## src/design/tsr_pkg.sv

```systemverilog
// Shared constants and types for the time-signal receiver front end
package tsr_pkg;
  // ---------------------------------------------------------------
  // Clock and timing
  // ---------------------------------------------------------------
  localparam int CLK_HZ = 25_000_000;
  localparam int CLK_PERIOD_NS = 40;
  localparam int MS_PER_S = 1000;
  localparam int BIT0_MS = 100;
  localparam int BIT1_MS = 200;
  localparam int SEC_MS = 1000;
  localparam int GAP_MS = 2000;
  localparam int TIMEOUT_MS = 2500;
  localparam int TOL_STEP_MS = 8;
  localparam int PULL_TRY_MS = 3000;
  localparam int FRAME_BITS = 59;
  // ---------------------------------------------------------------
  // Register map and fields
  // ---------------------------------------------------------------
  localparam logic [7:0] CTRL_OFS = 8'h00;
  localparam logic [7:0] SYNC_OFS = 8'h04;
  localparam logic [7:0] TIME_OFS = 8'h08;
  localparam logic [7:0] STATUS_OFS = 8'h0c;
  localparam logic [7:0] INT_STAT_OFS = 8'h10;
  localparam logic [7:0] INT_MASK_OFS = 8'h14;
  localparam int PULL_LSB = 0;
  localparam int INV_LSB = 2;
  localparam int PSINV_BIT = 4;
  localparam int LED_LSB = 5;
  localparam int TOL_LSB = 8;
  localparam int BRIGHT_LSB = 0;
  localparam int SHOUR_LSB = 8;
  localparam int SEC_LSB = 0;
  localparam int MIN_LSB = 8;
  localparam int HOUR_LSB = 16;
  localparam int CNT_LSB = 8;
  localparam int MIN_UNITS_LSB = 21;
  localparam int MIN_TENS_LSB = 25;
  localparam int HOUR_UNITS_LSB = 29;
  localparam int HOUR_TENS_LSB = 33;
  localparam logic [4:0] BRIGHT_MAX = 5'h19;
  localparam logic [4:0] HOUR_MAX = 5'h17;
  localparam logic [2:0] TOL_MIN = 3'h1;
  localparam logic [2:0] TOL_MAX = 3'h6;
  localparam logic [1:0] LED_MAX = 2'h2;
  localparam logic [2:0] TOL_RST = 3'h1;
  localparam logic [4:0] BRIGHT_RST = 5'h05;
  localparam logic [4:0] SHOUR_RST = 5'h03;
  // Interrupt event bits
  localparam int EV_SEARCH = 0;
  localparam int EV_READ = 1;
  localparam int EV_SYNC = 2;
  localparam int EV_LOST = 3;
  localparam int EV_START = 4;
  localparam int EV_W = 5;
  // ---------------------------------------------------------------
  // Types
  // ---------------------------------------------------------------
  typedef enum logic [1:0] {automatic_setting, forced_on, forced_off} sel_t;
  typedef enum logic [1:0] {idle_state, no_signal_state, search_state,
                            frame_reading_state} phase_t;
  typedef struct packed {
    sel_t pull_mode;
    sel_t inv_mode;
    logic ps_inv;
    logic [1:0] led_mode;
    logic [2:0] tol;
    logic [4:0] rx_bright;
    logic [4:0] sync_hour;
  } cfg_t;
  localparam cfg_t CFG_RST = '{automatic_setting, automatic_setting, 1'b0, 2'h0,
                               TOL_RST, BRIGHT_RST, SHOUR_RST};
  typedef struct packed {
    phase_t state;
    cfg_t cfg;
    logic prev;
    logic w_ok;
    logic [11:0] width;
    logic [11:0] period;
    logic [9:0] win;
    logic [9:0] hi;
    logic [9:0] lo;
    logic auto_inv;
    logic auto_pull;
    logic [11:0] nosig_ms;
    logic [5:0] bit_cnt;
    logic [FRAME_BITS-1:0] frame;
    logic [9:0] sec_ms;
    logic [5:0] sec;
    logic [5:0] min;
    logic [4:0] hour;
    logic synced;
    logic ever;
    logic [EV_W-1:0] istat;
    logic [EV_W-1:0] imask;
    logic [31:0] rdata;
    logic a_act;
    logic a_wr;
    logic [7:0] a_addr;
  } st_t;
endpackage

```

## src/design/ms_tick.sv

```systemverilog
// Free-running divider giving one-cycle millisecond ticks
module ms_tick #(
  parameter int CYCLES = 25000
) (
  input wire logic clk,
  input wire logic rst,
  output logic tick
);
  logic [31:0] cnt;

  always_ff @(posedge clk) begin
    if (rst) begin
      cnt <= 32'h0;
      tick <= 1'b0;
    end else begin
      tick <= (cnt == 32'(CYCLES - 1));
      cnt <= (cnt == 32'(CYCLES - 1)) ? 32'h0 : cnt + 32'h1;
    end
  end
endmodule // ms_tick

```

## src/design/span_check.sv

```systemverilog
// Window compare: value lies within centre plus or minus a tolerance
module span_check #(
  parameter int W = 12
) (
  input wire logic [W-1:0] value,
  input wire logic [W-1:0] centre,
  input wire logic [W-1:0] tol,
  output logic ok
);
  // One extra bit keeps the sums from wrapping
  assign ok = ({1'b0, value} + {1'b0, tol} >= {1'b0, centre}) &&
              ({1'b0, value} <= {1'b0, centre} + {1'b0, tol});
endmodule // span_check

```

## src/design/time_signal_receiver_sync.sv

```systemverilog
// Receiver front end, synchronisation states and time keeping with AHB-Lite registers
//
// How it works
// - Unclean pulses show no-signal; clean pulses start the hunt for the minute gap.
// - After the gap, read one full frame; time appears after sixty more seconds.
// - Receive LED follows the conditioned input pulses, once a second when good.
// - Reception brightness 0 to 25; zero blanks display, status via decimal points.
// - Brightness above zero keeps display dimmed at that level during synchronisation.
// - Synchronisation hour 0 to 23 starts a daily attempt in that hour.
// - LED mode 0 until first sync, 1 while unsynchronised, 2 always.
// - Pull-up automatic by default, or forced on, or forced off.
// - Input polarity automatic by default, forced inverted, or forced straight.
// - Receiver power output enables module low when inverted, high otherwise.
// - Pulse tolerance 1 tightest to 6 loosest.
// - Manually set time runs unsynchronised until the next scheduled attempt.
// - Automatic mode finds pull-up need and inversion from the received input.
module time_signal_receiver_sync import tsr_pkg::*; #(
  parameter int MS_CYCLES = CLK_HZ / MS_PER_S
) (
  input wire logic CORE_CLK,
  input wire logic SYS_RST,
  input wire logic HSEL,
  input wire logic [31:0] HADDR,
  input wire logic [1:0] HTRANS,
  input wire logic HWRITE,
  input wire logic [2:0] HSIZE,
  input wire logic [31:0] HWDATA,
  input wire logic HREADY,
  output logic [31:0] HRDATA,
  output logic HREADYOUT,
  output logic HRESP,
  input wire logic DATA_IN,
  output logic PULLUP_EN,
  output logic RX_POWER,
  output logic RX_LED,
  output logic IRQ,
  output logic DISP_BLANK,
  output logic DISP_DIM,
  output logic [4:0] DISP_LEVEL,
  output logic [1:0] STATUS_CODE
);
  st_t s;
  st_t next_s;
  logic tick;
  logic sec_tick;
  logic inv_eff;
  logic cond;
  logic rise;
  logic fall;
  logic w0_ok;
  logic w1_ok;
  logic p1_ok;
  logic p2_ok;
  logic led_en;
  logic attempting;
  logic ap;
  logic wr_time;
  logic [11:0] tol_ms;
  logic [EV_W-1:0] ev;
  logic [EV_W-1:0] clr;

  // ---------------------------------------------------------------
  // Input conditioning and measurement
  // ---------------------------------------------------------------
  ms_tick #(.CYCLES(MS_CYCLES)) u_tick (.clk(CORE_CLK), .rst(SYS_RST), .tick(tick));

  assign tol_ms = 12'(s.cfg.tol) * 12'(TOL_STEP_MS);
  span_check #(.W(12)) u_w0 (.value(s.width), .centre(12'(BIT0_MS)), .tol(tol_ms), .ok(w0_ok));
  span_check #(.W(12)) u_w1 (.value(s.width), .centre(12'(BIT1_MS)), .tol(tol_ms), .ok(w1_ok));
  span_check #(.W(12)) u_p1 (.value(s.period), .centre(12'(SEC_MS)), .tol(tol_ms), .ok(p1_ok));
  span_check #(.W(12)) u_p2 (.value(s.period), .centre(12'(GAP_MS)), .tol(tol_ms), .ok(p2_ok));

  assign inv_eff = (s.cfg.inv_mode == forced_on) ? 1'b1 :
                   (s.cfg.inv_mode == forced_off) ? 1'b0 : s.auto_inv;
  assign cond = DATA_IN ^ inv_eff;
  assign rise = cond && !s.prev;
  assign fall = !cond && s.prev;
  assign sec_tick = tick && (s.sec_ms == 10'(SEC_MS - 1));
  assign attempting = (s.state != idle_state);
  assign ap = HSEL && HTRANS[1] && HREADY && (HSIZE == 3'h2);
  assign wr_time = s.a_act && s.a_wr && (s.a_addr == TIME_OFS);

  // ---------------------------------------------------------------
  // Next-state logic
  // ---------------------------------------------------------------
  always_comb begin
    next_s = s;
    ev = '0;
    clr = '0;
    next_s.prev = cond;
    // Pulse width and period in milliseconds, both saturating
    if (rise) begin
      next_s.width = 12'h0;
      next_s.period = 12'h0;
    end else if (tick) begin
      if (s.prev && s.width != 12'hfff) next_s.width = s.width + 12'h1;
      if (s.period != 12'hfff) next_s.period = s.period + 12'h1;
    end
    // Polarity vote over each second on the raw input
    if (tick) begin
      if (s.win == 10'(SEC_MS - 1)) begin
        next_s.auto_inv = (s.hi > s.lo);
        next_s.win = 10'h0;
        next_s.hi = 10'h0;
        next_s.lo = 10'h0;
      end else begin
        next_s.win = s.win + 10'h1;
        if (DATA_IN) next_s.hi = s.hi + 10'h1;
        else next_s.lo = s.lo + 10'h1;
      end
    end
    // Time of day
    if (tick) next_s.sec_ms = sec_tick ? 10'h0 : s.sec_ms + 10'h1;
    if (sec_tick) begin
      next_s.sec = (s.sec == 6'h3b) ? 6'h0 : s.sec + 6'h1;
      if (s.sec == 6'h3b) begin
        next_s.min = (s.min == 6'h3b) ? 6'h0 : s.min + 6'h1;
        if (s.min == 6'h3b) next_s.hour = (s.hour == HOUR_MAX) ? 5'h0 : s.hour + 5'h1;
      end
    end
    if (fall) next_s.w_ok = w0_ok || w1_ok;
    unique case (s.state)
      idle_state: begin
        next_s.w_ok = 1'b0;
        if (sec_tick && s.hour == s.cfg.sync_hour && s.min == 6'h0 && s.sec == 6'h0) begin
          next_s.state = no_signal_state;
          ev[EV_START] = 1'b1;
        end
      end
      no_signal_state: begin
        // Trying both pull-up settings in turn finds the one that gives edges
        if (tick) begin
          next_s.nosig_ms = s.nosig_ms + 12'h1;
          if (s.nosig_ms == 12'(PULL_TRY_MS - 1)) begin
            next_s.nosig_ms = 12'h0;
            next_s.auto_pull = !s.auto_pull;
          end
        end
        if (rise && p1_ok && s.w_ok) begin
          next_s.state = search_state;
          ev[EV_SEARCH] = 1'b1;
        end
      end
      search_state: begin
        if (rise && p2_ok) begin
          next_s.state = frame_reading_state;
          next_s.bit_cnt = 6'h0;
          ev[EV_READ] = 1'b1;
        end else if ((rise && !p1_ok) || (fall && !(w0_ok || w1_ok)) ||
                     s.period >= 12'(TIMEOUT_MS)) begin
          next_s.state = no_signal_state;
          ev[EV_LOST] = 1'b1;
        end
      end
      frame_reading_state: begin
        if (fall && (w0_ok || w1_ok)) begin
          next_s.frame = {w1_ok && !w0_ok, s.frame[FRAME_BITS-1:1]};
          if (s.bit_cnt != 6'h3f) next_s.bit_cnt = s.bit_cnt + 6'h1;
        end
        if (rise && p2_ok) begin
          if (s.bit_cnt == 6'(FRAME_BITS)) begin
            // Marker edge is second zero of the minute the frame names
            next_s.state = idle_state;
            next_s.min = 6'(s.frame[MIN_UNITS_LSB +: 4]) +
                         6'(s.frame[MIN_TENS_LSB +: 3]) * 6'h0a;
            next_s.hour = 5'(s.frame[HOUR_UNITS_LSB +: 4]) +
                          5'(s.frame[HOUR_TENS_LSB +: 2]) * 5'h0a;
            next_s.sec = 6'h0;
            next_s.sec_ms = 10'h0;
            next_s.synced = 1'b1;
            next_s.ever = 1'b1;
            ev[EV_SYNC] = 1'b1;
          end else begin
            next_s.state = search_state;
          end
        end else if ((rise && !p1_ok) || (fall && !(w0_ok || w1_ok)) ||
                     s.period >= 12'(TIMEOUT_MS)) begin
          next_s.state = no_signal_state;
          ev[EV_LOST] = 1'b1;
        end
      end
    endcase
    if (next_s.state != no_signal_state) next_s.nosig_ms = 12'h0;
    // ---------------------------------------------------------------
    // AHB-Lite slave, zero wait states
    // ---------------------------------------------------------------
    next_s.a_act = ap;
    next_s.a_wr = HWRITE;
    next_s.a_addr = {HADDR[7:2], 2'b00};
    if (ap && !HWRITE) begin
      next_s.rdata = 32'h0;
      unique case ({HADDR[7:2], 2'b00})
        CTRL_OFS: next_s.rdata = {21'h0, s.cfg.tol, 1'b0, s.cfg.led_mode, s.cfg.ps_inv,
                                  s.cfg.inv_mode, s.cfg.pull_mode};
        SYNC_OFS: next_s.rdata = {19'h0, s.cfg.sync_hour, 3'h0, s.cfg.rx_bright};
        TIME_OFS: next_s.rdata = {11'h0, s.hour, 2'h0, s.min, 2'h0, s.sec};
        STATUS_OFS: next_s.rdata = {18'h0, s.bit_cnt, 2'h0, s.auto_pull, s.auto_inv,
                                    s.ever, s.synced, s.state};
        INT_STAT_OFS: begin
          next_s.rdata = {27'h0, s.istat};
          clr = '1;
        end
        INT_MASK_OFS: next_s.rdata = {27'h0, s.imask};
        default: next_s.rdata = 32'h0;
      endcase
    end
    if (s.a_act && s.a_wr) begin
      unique case (s.a_addr)
        CTRL_OFS: begin
          if (HWDATA[PULL_LSB +: 2] != 2'h3) next_s.cfg.pull_mode = sel_t'(HWDATA[PULL_LSB +: 2]);
          if (HWDATA[INV_LSB +: 2] != 2'h3) next_s.cfg.inv_mode = sel_t'(HWDATA[INV_LSB +: 2]);
          next_s.cfg.ps_inv = HWDATA[PSINV_BIT];
          if (HWDATA[LED_LSB +: 2] <= LED_MAX) next_s.cfg.led_mode = HWDATA[LED_LSB +: 2];
          if (HWDATA[TOL_LSB +: 3] >= TOL_MIN && HWDATA[TOL_LSB +: 3] <= TOL_MAX) begin
            next_s.cfg.tol = HWDATA[TOL_LSB +: 3];
          end
        end
        SYNC_OFS: begin
          if (HWDATA[BRIGHT_LSB +: 5] <= BRIGHT_MAX) begin
            next_s.cfg.rx_bright = HWDATA[BRIGHT_LSB +: 5];
          end
          if (HWDATA[SHOUR_LSB +: 5] <= HOUR_MAX) begin
            next_s.cfg.sync_hour = HWDATA[SHOUR_LSB +: 5];
          end
        end
        TIME_OFS: begin
          // Manual time stops any attempt and runs free until the sync hour
          if (HWDATA[HOUR_LSB +: 5] <= HOUR_MAX && HWDATA[MIN_LSB +: 6] <= 6'h3b &&
              HWDATA[SEC_LSB +: 6] <= 6'h3b) begin
            next_s.hour = HWDATA[HOUR_LSB +: 5];
            next_s.min = HWDATA[MIN_LSB +: 6];
            next_s.sec = HWDATA[SEC_LSB +: 6];
            next_s.sec_ms = 10'h0;
            next_s.state = idle_state;
            next_s.synced = 1'b0;
          end
        end
        INT_MASK_OFS: next_s.imask = HWDATA[EV_W-1:0];
        default: ;
      endcase
    end
    // An event in the clearing cycle survives the read
    next_s.istat = (s.istat & ~clr) | ev;
  end

  always_ff @(posedge CORE_CLK) begin
    if (SYS_RST) begin
      s <= '0;
      s.state <= no_signal_state;
      s.cfg <= CFG_RST;
      s.auto_pull <= 1'b1;
    end else begin
      s <= next_s;
    end
  end

  // ---------------------------------------------------------------
  // Outputs
  // ---------------------------------------------------------------
  always_comb begin
    unique case (s.cfg.led_mode)
      2'h0: led_en = !s.ever;
      2'h1: led_en = !s.synced;
      default: led_en = 1'b1;
    endcase
  end
  assign RX_LED = cond && led_en;
  assign PULLUP_EN = (s.cfg.pull_mode == forced_on) ? 1'b1 :
                     (s.cfg.pull_mode == forced_off) ? 1'b0 : s.auto_pull;
  assign RX_POWER = attempting ^ s.cfg.ps_inv;
  assign DISP_BLANK = attempting && (s.cfg.rx_bright == 5'h0);
  assign DISP_DIM = attempting && (s.cfg.rx_bright != 5'h0);
  assign DISP_LEVEL = s.cfg.rx_bright;
  assign STATUS_CODE = s.state;
  assign IRQ = |(s.istat & s.imask);
  assign HRDATA = s.rdata;
  assign HREADYOUT = 1'b1;
  assign HRESP = 1'b0;
endmodule // time_signal_receiver_sync

```

## config.mk

```make
export PLATFORM = sky130hd
export DESIGN_NAME = time_signal_receiver_sync
export DESIGN_NICKNAME = d
export VERILOG_FILES = /design/src/design/tsr_pkg.sv /design/src/design/ms_tick.sv /design/src/design/span_check.sv /design/src/design/time_signal_receiver_sync.sv
export SDC_FILE = /design/constraint.sdc
export NUM_CORES = 1
export LEC_CHECK = 0
export ABC_CLOCK_PERIOD_IN_PS = 3500
export BUFFER_PORTS_ARGS = -buffer_cell sky130_fd_sc_hd__clkbuf_2
export CORE_ASPECT_RATIO = 0.7
export CORE_MARGIN = 4
export CORE_UTILIZATION = 53
export CTS_CLUSTER_DIAMETER = 150
export DETAILED_ROUTE_END_ITERATION = 8
export PLACE_DENSITY = 0.73
export SLEW_MARGIN = 20
export SYNTH_ARGS = -nofsm -noshare
export SYNTH_HDL_FRONTEND = slang
export SYNTH_SLANG_ARGS = --single-unit
```

## constraint.sdc

```tcl
create_clock -name CORE_CLK -period 3.5 [get_ports CORE_CLK]
set_input_delay 0.7 -clock CORE_CLK [delete_from_list [all_inputs] [get_ports CORE_CLK]]
set_output_delay 0.7 -clock CORE_CLK [all_outputs]
set_load 0.01 [all_outputs]
```

**Word-level counts from Yosys, hierarchy flattened**

Cells that the tools add are included.

- Flip-flop bits (word level): 271
- Bits in latches: 0
- Memory bits (writable): 0
- Bits in read-only memories: 0
- Output and inout port bits: 47
- Logic and storage cells: 253
- Memories: 0

- Add/subtract/negate cells: 20
- Multiply operators: 2
- Divide/modulo/power cells: 0
- $lt $le $gt $ge: 18
- Equality and inequality tests: 36
- Shift operators: 0
- Mux-type cells: 60
- Bitwise logic cells: 6
- Reductions and logical operators: 76

Operator list:

| kind | count |
|---|---|
| 21-bit one-hot mux with 6 select lines | 1 |
| 29-bit two-way mux | 3 |
| 28-bit two-way mux | 3 |
| 65-bit two-way mux | 1 |
| 10-bit two-way mux | 6 |
| 12-bit by 13-bit <= comparator with 1-bit output | 4 |
| 10-bit by 1-bit adder with 10-bit output, second input constant | 4 |
| 12-bit by 1-bit adder with 12-bit output, second input constant | 3 |
| 32-bit by 1-bit adder with 32-bit output, second input constant | 1 |
| 32-bit by 15-bit == test with 1-bit output, second input constant | 1 |
| 30-bit two-way mux | 1 |
| 5-bit two-way mux | 6 |
| 1-bit logical AND | 29 |
| 12-bit by 6-bit adder with 13-bit output | 2 |
| 6-bit two-way mux | 4 |
| 12-bit != test, second input constant | 2 |
| 3-bit AND reduction | 8 |
| 2-bit two-way mux | 11 |
| 22-bit two-way mux | 1 |
| 10-bit == test, second input constant | 2 |
| 6-bit by 1-bit adder with 6-bit output, second input constant | 3 |
| 6-bit == test, second input constant | 3 |
| 6-bit zero test | 3 |
| 2-bit AND reduction | 9 |
| other kinds (57) | 107 |

**Depth between registers and ports, before layout**

- Word-level depth: 15
- Gate-level depth with buffers: 15

**By module**

Synthesis repeated with hierarchy kept, for this count alone.

- Cell total of the unflattened synthesis: 2,310
- Area, all modules: 18,661.6 µm²

Modules (own cells, without submodules):

| module | times used | cells each | area each (µm²) | sequential area each (µm²) |
|---|---|---|---|---|
| time_signal_receiver_sync | 1 | 1,241 | 10,243.6 | 4,023.9 |
| span_check at u_p1 ... | 2 | 217 | 1,704.1 | 0.0 |
| span_check at u_w0 | 1 | 227 | 1,734.2 | 0.0 |
| ms_tick | 1 | 187 | 1,641.6 | 660.6 |
| span_check at u_w1 | 1 | 221 | 1,634.1 | 0.0 |

**Least setup slack after synthesis**

Ideal clock, no wire load.

- Kind: reg-to-reg
- From: register s[227] in the netlist's numbering
- To: register s[151] in the netlist's numbering
- Arrival time: 3.036 ns
- Data required time: 3.361 ns
- Path slack: 0.325 ns
- Cell stages (with the launch flop): 15
- Path buffers: 1
- Period minus slack after synthesis: 3.175 ns
- Cells stage by stage: dfxtp_1 ha_1 inv_1 ha_1 inv_1 ha_1 o21ai_0 a21oi_1 o211ai_1 or4b_1 o221a_4 a221oi_4 a2bb2oi_2 buf_6 nor4_1

- Word-level cells in the longest chain between the ends: 13

RTL lines:

| what | RTL line | source |
|---|---|---|
| from (decl) | time_signal_receiver_sync.sv:42 | `st_t s;` |
| from (signal assigned) | time_signal_receiver_sync.sv:253 | `s <= next_s;` |
| 12-bit by 6-bit adder with 13-bit output, or another cell as far along | span_check.sv:11 | `assign ok = ({1'b0, value} + {1'b0, tol} >= {1'b0, centre}) &&` |
| 13-bit by 7-bit >= comparator with 1-bit output, or another cell as far along | span_check.sv:11 |  |
| 1-bit logical AND | span_check.sv:11 |  |
| 1-bit logical OR | time_signal_receiver_sync.sv:149, time_signal_receiver_sync.sv:176 |  |
| 1-bit zero test | time_signal_receiver_sync.sv:149, time_signal_receiver_sync.sv:176 |  |
| 1-bit logical AND | time_signal_receiver_sync.sv:149, time_signal_receiver_sync.sv:176 |  |
| 1-bit logical OR (2 in a row) | time_signal_receiver_sync.sv:149, time_signal_receiver_sync.sv:176 |  |
| 2-bit two-way mux | time_signal_receiver_sync.sv:149, time_signal_receiver_sync.sv:176 |  |
| 2-bit two-way mux, on equally long branches | time_signal_receiver_sync.sv:160, time_signal_receiver_sync.sv:145 |  |
| 2-bit one-hot mux with 4 select lines * | time_signal_receiver_sync.sv:122 | `unique case (s.state)` |
| 2-bit by 1-bit != test with 1-bit output * | time_signal_receiver_sync.sv:183 | `if (next_s.state != no_signal_state) next_s.nosig_ms = 12'h0;` |
| 2-bit OR reduction (no source line) * | -- |  |

Mark *: on every way between the ends. The rest lies on a longest branch, timed or not.
A chain may end at the register's enable or synchronous reset.

**Worst setup path after layout**

- From: register s[227] in the netlist's numbering
- To: register s[150] in the netlist's numbering

Same word-level chain as after synthesis.

==> impl_summary.txt <==
----------------------------------------------------
[Run status]
  Outcome ... complete, no violations

[Route]
  Antenna violation net count after detailed routing ... 0
  Detailed Route WL ... 30900 um
  DR vias/cell ... ~5.7
  Routed wire per std cell ... 16.5 um
  Routed via count ... 10700
  First drt pass iteration count ... 8
  Post-route DRC ... 0
  Number of DRC markers after the initial detailed-route iteration ... just under 1000

[Finish]
  Number of nets at the end of the flow ... 1692
  Area of all sequential standard cells ... between 4000 and 5000 um2
  Utilization after layout ... 0.593
  Area growth syn-to-layout ... 10.2%
  Share of post-route cells with drive strength above 1 ... 0.109
  Area of the multi-input gates ... approximately 7300 um2
  Antenna Cells ... 0
  Fillers ... 2132

[Floorplan]
  Area of the die ... roughly 27000 um2
  Width of the chip ... around 190 um
  Num ports ... 122
  Number of placement rows ... 47
  Vertical die dimension ... roughly 140 um
  Initial core utilization ... 0.538
  Core Box Area ... 23600 um2

[GRT]
  GRT Residual Overflow ... 0
  Global-route met2 utilization ... 0.325
  Maximum number of pins on one net before global-route repair ... 107
  Wire length of the first global-routing pass ... 49500 um
  Routing layer with the top usage in global route ... met1
  Met3 Track Usage GR ... 0.0489
  Number of antenna violations at the first check in global routing ... 0
  Gr usage total ... 0.227
  Fraction of met1 tracks used by global routing ... 0.349
  Number of global-route vias before repair ... 9715

[Timing]
  Unrepaired setup endpoints after global routing ... false
  Endpoints failing setup ... 0
  Final hold violation count ... 0
  Slew of the pin with the lowest slew margin ... ~0.95 ns
  Post-route setup slack ... 0.232 ns
  Final Critical Period ... 3.27 ns
  Achievable clock frequency ... 306 MHz
  Relative slew slack ... 0.359
  Worst-case clock skew ... about 0.016 ns
  Final setup TNS ... 0 ns
  Final Cycle Share ... 0.934
  Number of pins exceeding their max-slew limit in the final report ... 0

[Min path]
  Worst Hold Depth ... 2
  Type of the most critical hold path ... in -> reg

[Synth]
  Warnings, synthesis ... 0
  Unique cell type count in the Yosys netlist ... 80
  Async S/R FF share, synth ... 0
  Cell type with the highest aggregate area in the netlist ... dfxtp_1
  Most numerous cell types in the synthesized netlist ... 248 x nor2_1, 234 x dfxtp_1, 111 x nand2_1
  Most numerous cell in the Yosys netlist ... nor2_1
  Netlist area before placement ... around 13000 um2
  Sequential cell area fraction in the yosys report ... 0.369
  Mean instance size in the synthesized netlist ... approximately 8.4 um2
  Number of synthesized flops with an enable pin ... 0
  Leading post-synthesis cells by cell area ... dfxtp_1 37%, nor2_1 7.3%, ha_1 7.0%
  Most instantiated flip-flop cell in the synthesis netlist ... dfxtp_1
  Mapped Cells ... 1504
  Area fraction of the dominant cell type after synthesis ... 0.369
  Register bit count reported by yosys ... 234

[Setup path]
  Category of the critical setup timing path ... reg -> reg
  CP Capture Point ... s[150]
  Crit end category ... flop
  R2r startpoint ... s[227]
  Reg-to-reg endpoint ... s[150]
  Crit-path max FO ... 12
  R2r setup slk ... 0.23 ns
  Critical path launch point type ... flop
  Critical path required time ... a little under 4 ns
  Number of cells on the worst reg-to-reg path ... 13
  Source of the critical timing path ... s[227]
  Critical path arrival ... 3.65 ns

[Placed design]
  Total half-perimeter wirelength after legalization and detailed placement ... around 23000 um
  Last weighted congestion value of the routability-driven placer ... 0.921
  Input/output buffers ... 64
  Pre-CTS WS ... between 0.1 and 0.15 ns

[Power and ir drop]
  Int Power ... 4.21 mW
  Share of power burned in combinational logic ... 0.031
  Sequential Power Share ... 0.495
  Switching pwr ... 1.19 mW
  Share of total power in the clock network ... 0.473
  Pwr dens ... 386 nW/um2
  P_leak ... between 5 and 6 nW
  Worst voltage drop across the vdd grid ... approximately 330 uV
  Switching share of total power ... 0.221

[Clock network]
  Maximum clock insertion buffer count ... 3
  Buffer type at the clock tree root ... clkbuf_16
  Count of hold buffers inserted by post-cts repair ... 0
  Clock sink count ... 234
  CTS tree ... built
  CTS Buf Count ... 24
  Clock latency on the worst-skew pair ... 0.53 ns
  H-tree depth reported by CTS ... 1
  Clock edge transition at the registers on the reported setup and hold paths ... 0.07 ns
  Post-CTS setup-driven buffer insertion count ... 0

[Run]
  Maxcap violations ... 0

----------------------------------------------------
==> critical path, cell delays in order (launching register included) <==
cell and delay [ns]:
dfxtp_1 0.32, buf_4 0.18, ha_1 0.22, nand2_1 0.11, inv_1 0.06, ha_1 0.18
or3_1 0.35, o211ai_1 0.28, or4b_1 0.49, o221a_4 0.18, a221oi_4 0.33, a2bb2oi_2 0.20
buf_12 0.15, nor4_1 0.05
==> flip-flops by register name (all words and copies together) (netlist names) <==
name,flops
s,176
u_tick.cnt,32
HRDATA,18
DISP_LEVEL,5
STATUS_CODE,2
u_tick.tick,1
==> cell families (layout without fill, tap and decap cells) <==
| group | Yosys count | in the layout | synth area share |
|---|---|---|---|
| other | 2 | 16 | 0.000591 |
| and+or+nand+nor | 632 | 632 | 0.235 |
| muxes | 77 | 77 | 0.0642 |
| buffers and inverters | 164 | 202 | 0.0627 |
| adders and majority gates | 77 | 77 | 0.0778 |
| AOI/OAI and AO/OA | 202 | 202 | 0.110 |
| xor gates and xnor gates | 116 | 116 | 0.0800 |
| DFF | 234 | 234 | 0.369 |
==> routing by layer <==
metal	wire length (um)	share of wire	vias to the layer above
met5	0	0	-
met4	663	0.021	0
met3	2840	0.092	51
met2	12200	0.40	391
met1	15200	0.49	4950
li1	-	-	5258
==> cell usage in the layout, fill, tap and decap left out, types with 7 or more instances in the layout <==
master and instances:
nor2_1 248, dfxtp_1 233, nand2_1 111, ha_1 71, nand3_1 69, mux2i_1 68, inv_1 67, clkbuf_2 63
xnor2_1 60, a21oi_1 56, xor2_1 56, nor3_1 43, nand4_1 41, o21ai_0 40, buf_4 28, nor4_1 24
clkbuf_16 24, nor2b_1 21, conb_1 16, a22oi_1 13, a31oi_1 13, or3_1 12, and3_1 12, nand2b_1 10
o211ai_1 8, and4_1 7
==> power groups by stage <==
stage,registers [mW],logic [mW],clock network [mW]
finish,2.68,0.170,2.56
floorplan,2.73,0.109,0
global placement,2.74,0.160,0
CTS,2.68,0.163,2.61
detailed placement,2.74,0.162,0
global route,2.68,0.185,2.72
==> what timing repair did <==
item	CTS	global route
resized for setup	0	3
endpoints found under the setup margin	0	52
endpoints found under the hold margin	0	0
==> through the flow <==
stage / power (mW) / hold WS (ns) / area [um2] / std cells
2_1_floorplan: 2.84 / 0.418 / 12800 / 1518
6_report: 5.40 / 0.402 / 14000 / 1874
3_3_place_gp: 2.90 / 0.429 / 13200 / 1833
3_5_place_dp: 2.90 / 0.445 / 13200 / 1833
5_1_grt: 5.58 / 0.390 / 14000 / 1874
4_1_cts: 5.45 / 0.387 / 14000 / 1873
==> layout make-up <==
cell class,instances,share of cell area
clock buffers,30,0.0474
clock inverters,10,0.00859
inverters,68,0.0182
multi-input cells,1120,0.520
flip-flops and latches,234,0.335
well taps,318,0.0284
repair buffers,94,0.0424
==> how the worst min path moves through the flow <==
stage	start	endpoint
after detailed placement	HRDATA[19]	HRDATA[19]
after global routing	HADDR[7]	s[7]
final	HADDR[7]	s[7]
after floorplan	u_tick.cnt[0]	u_tick.cnt[0]
after CTS	HADDR[7]	s[7]
after global placement	u_tick.cnt[0]	u_tick.cnt[0]
No activity file was read; power rests on OpenSTA's default activity.
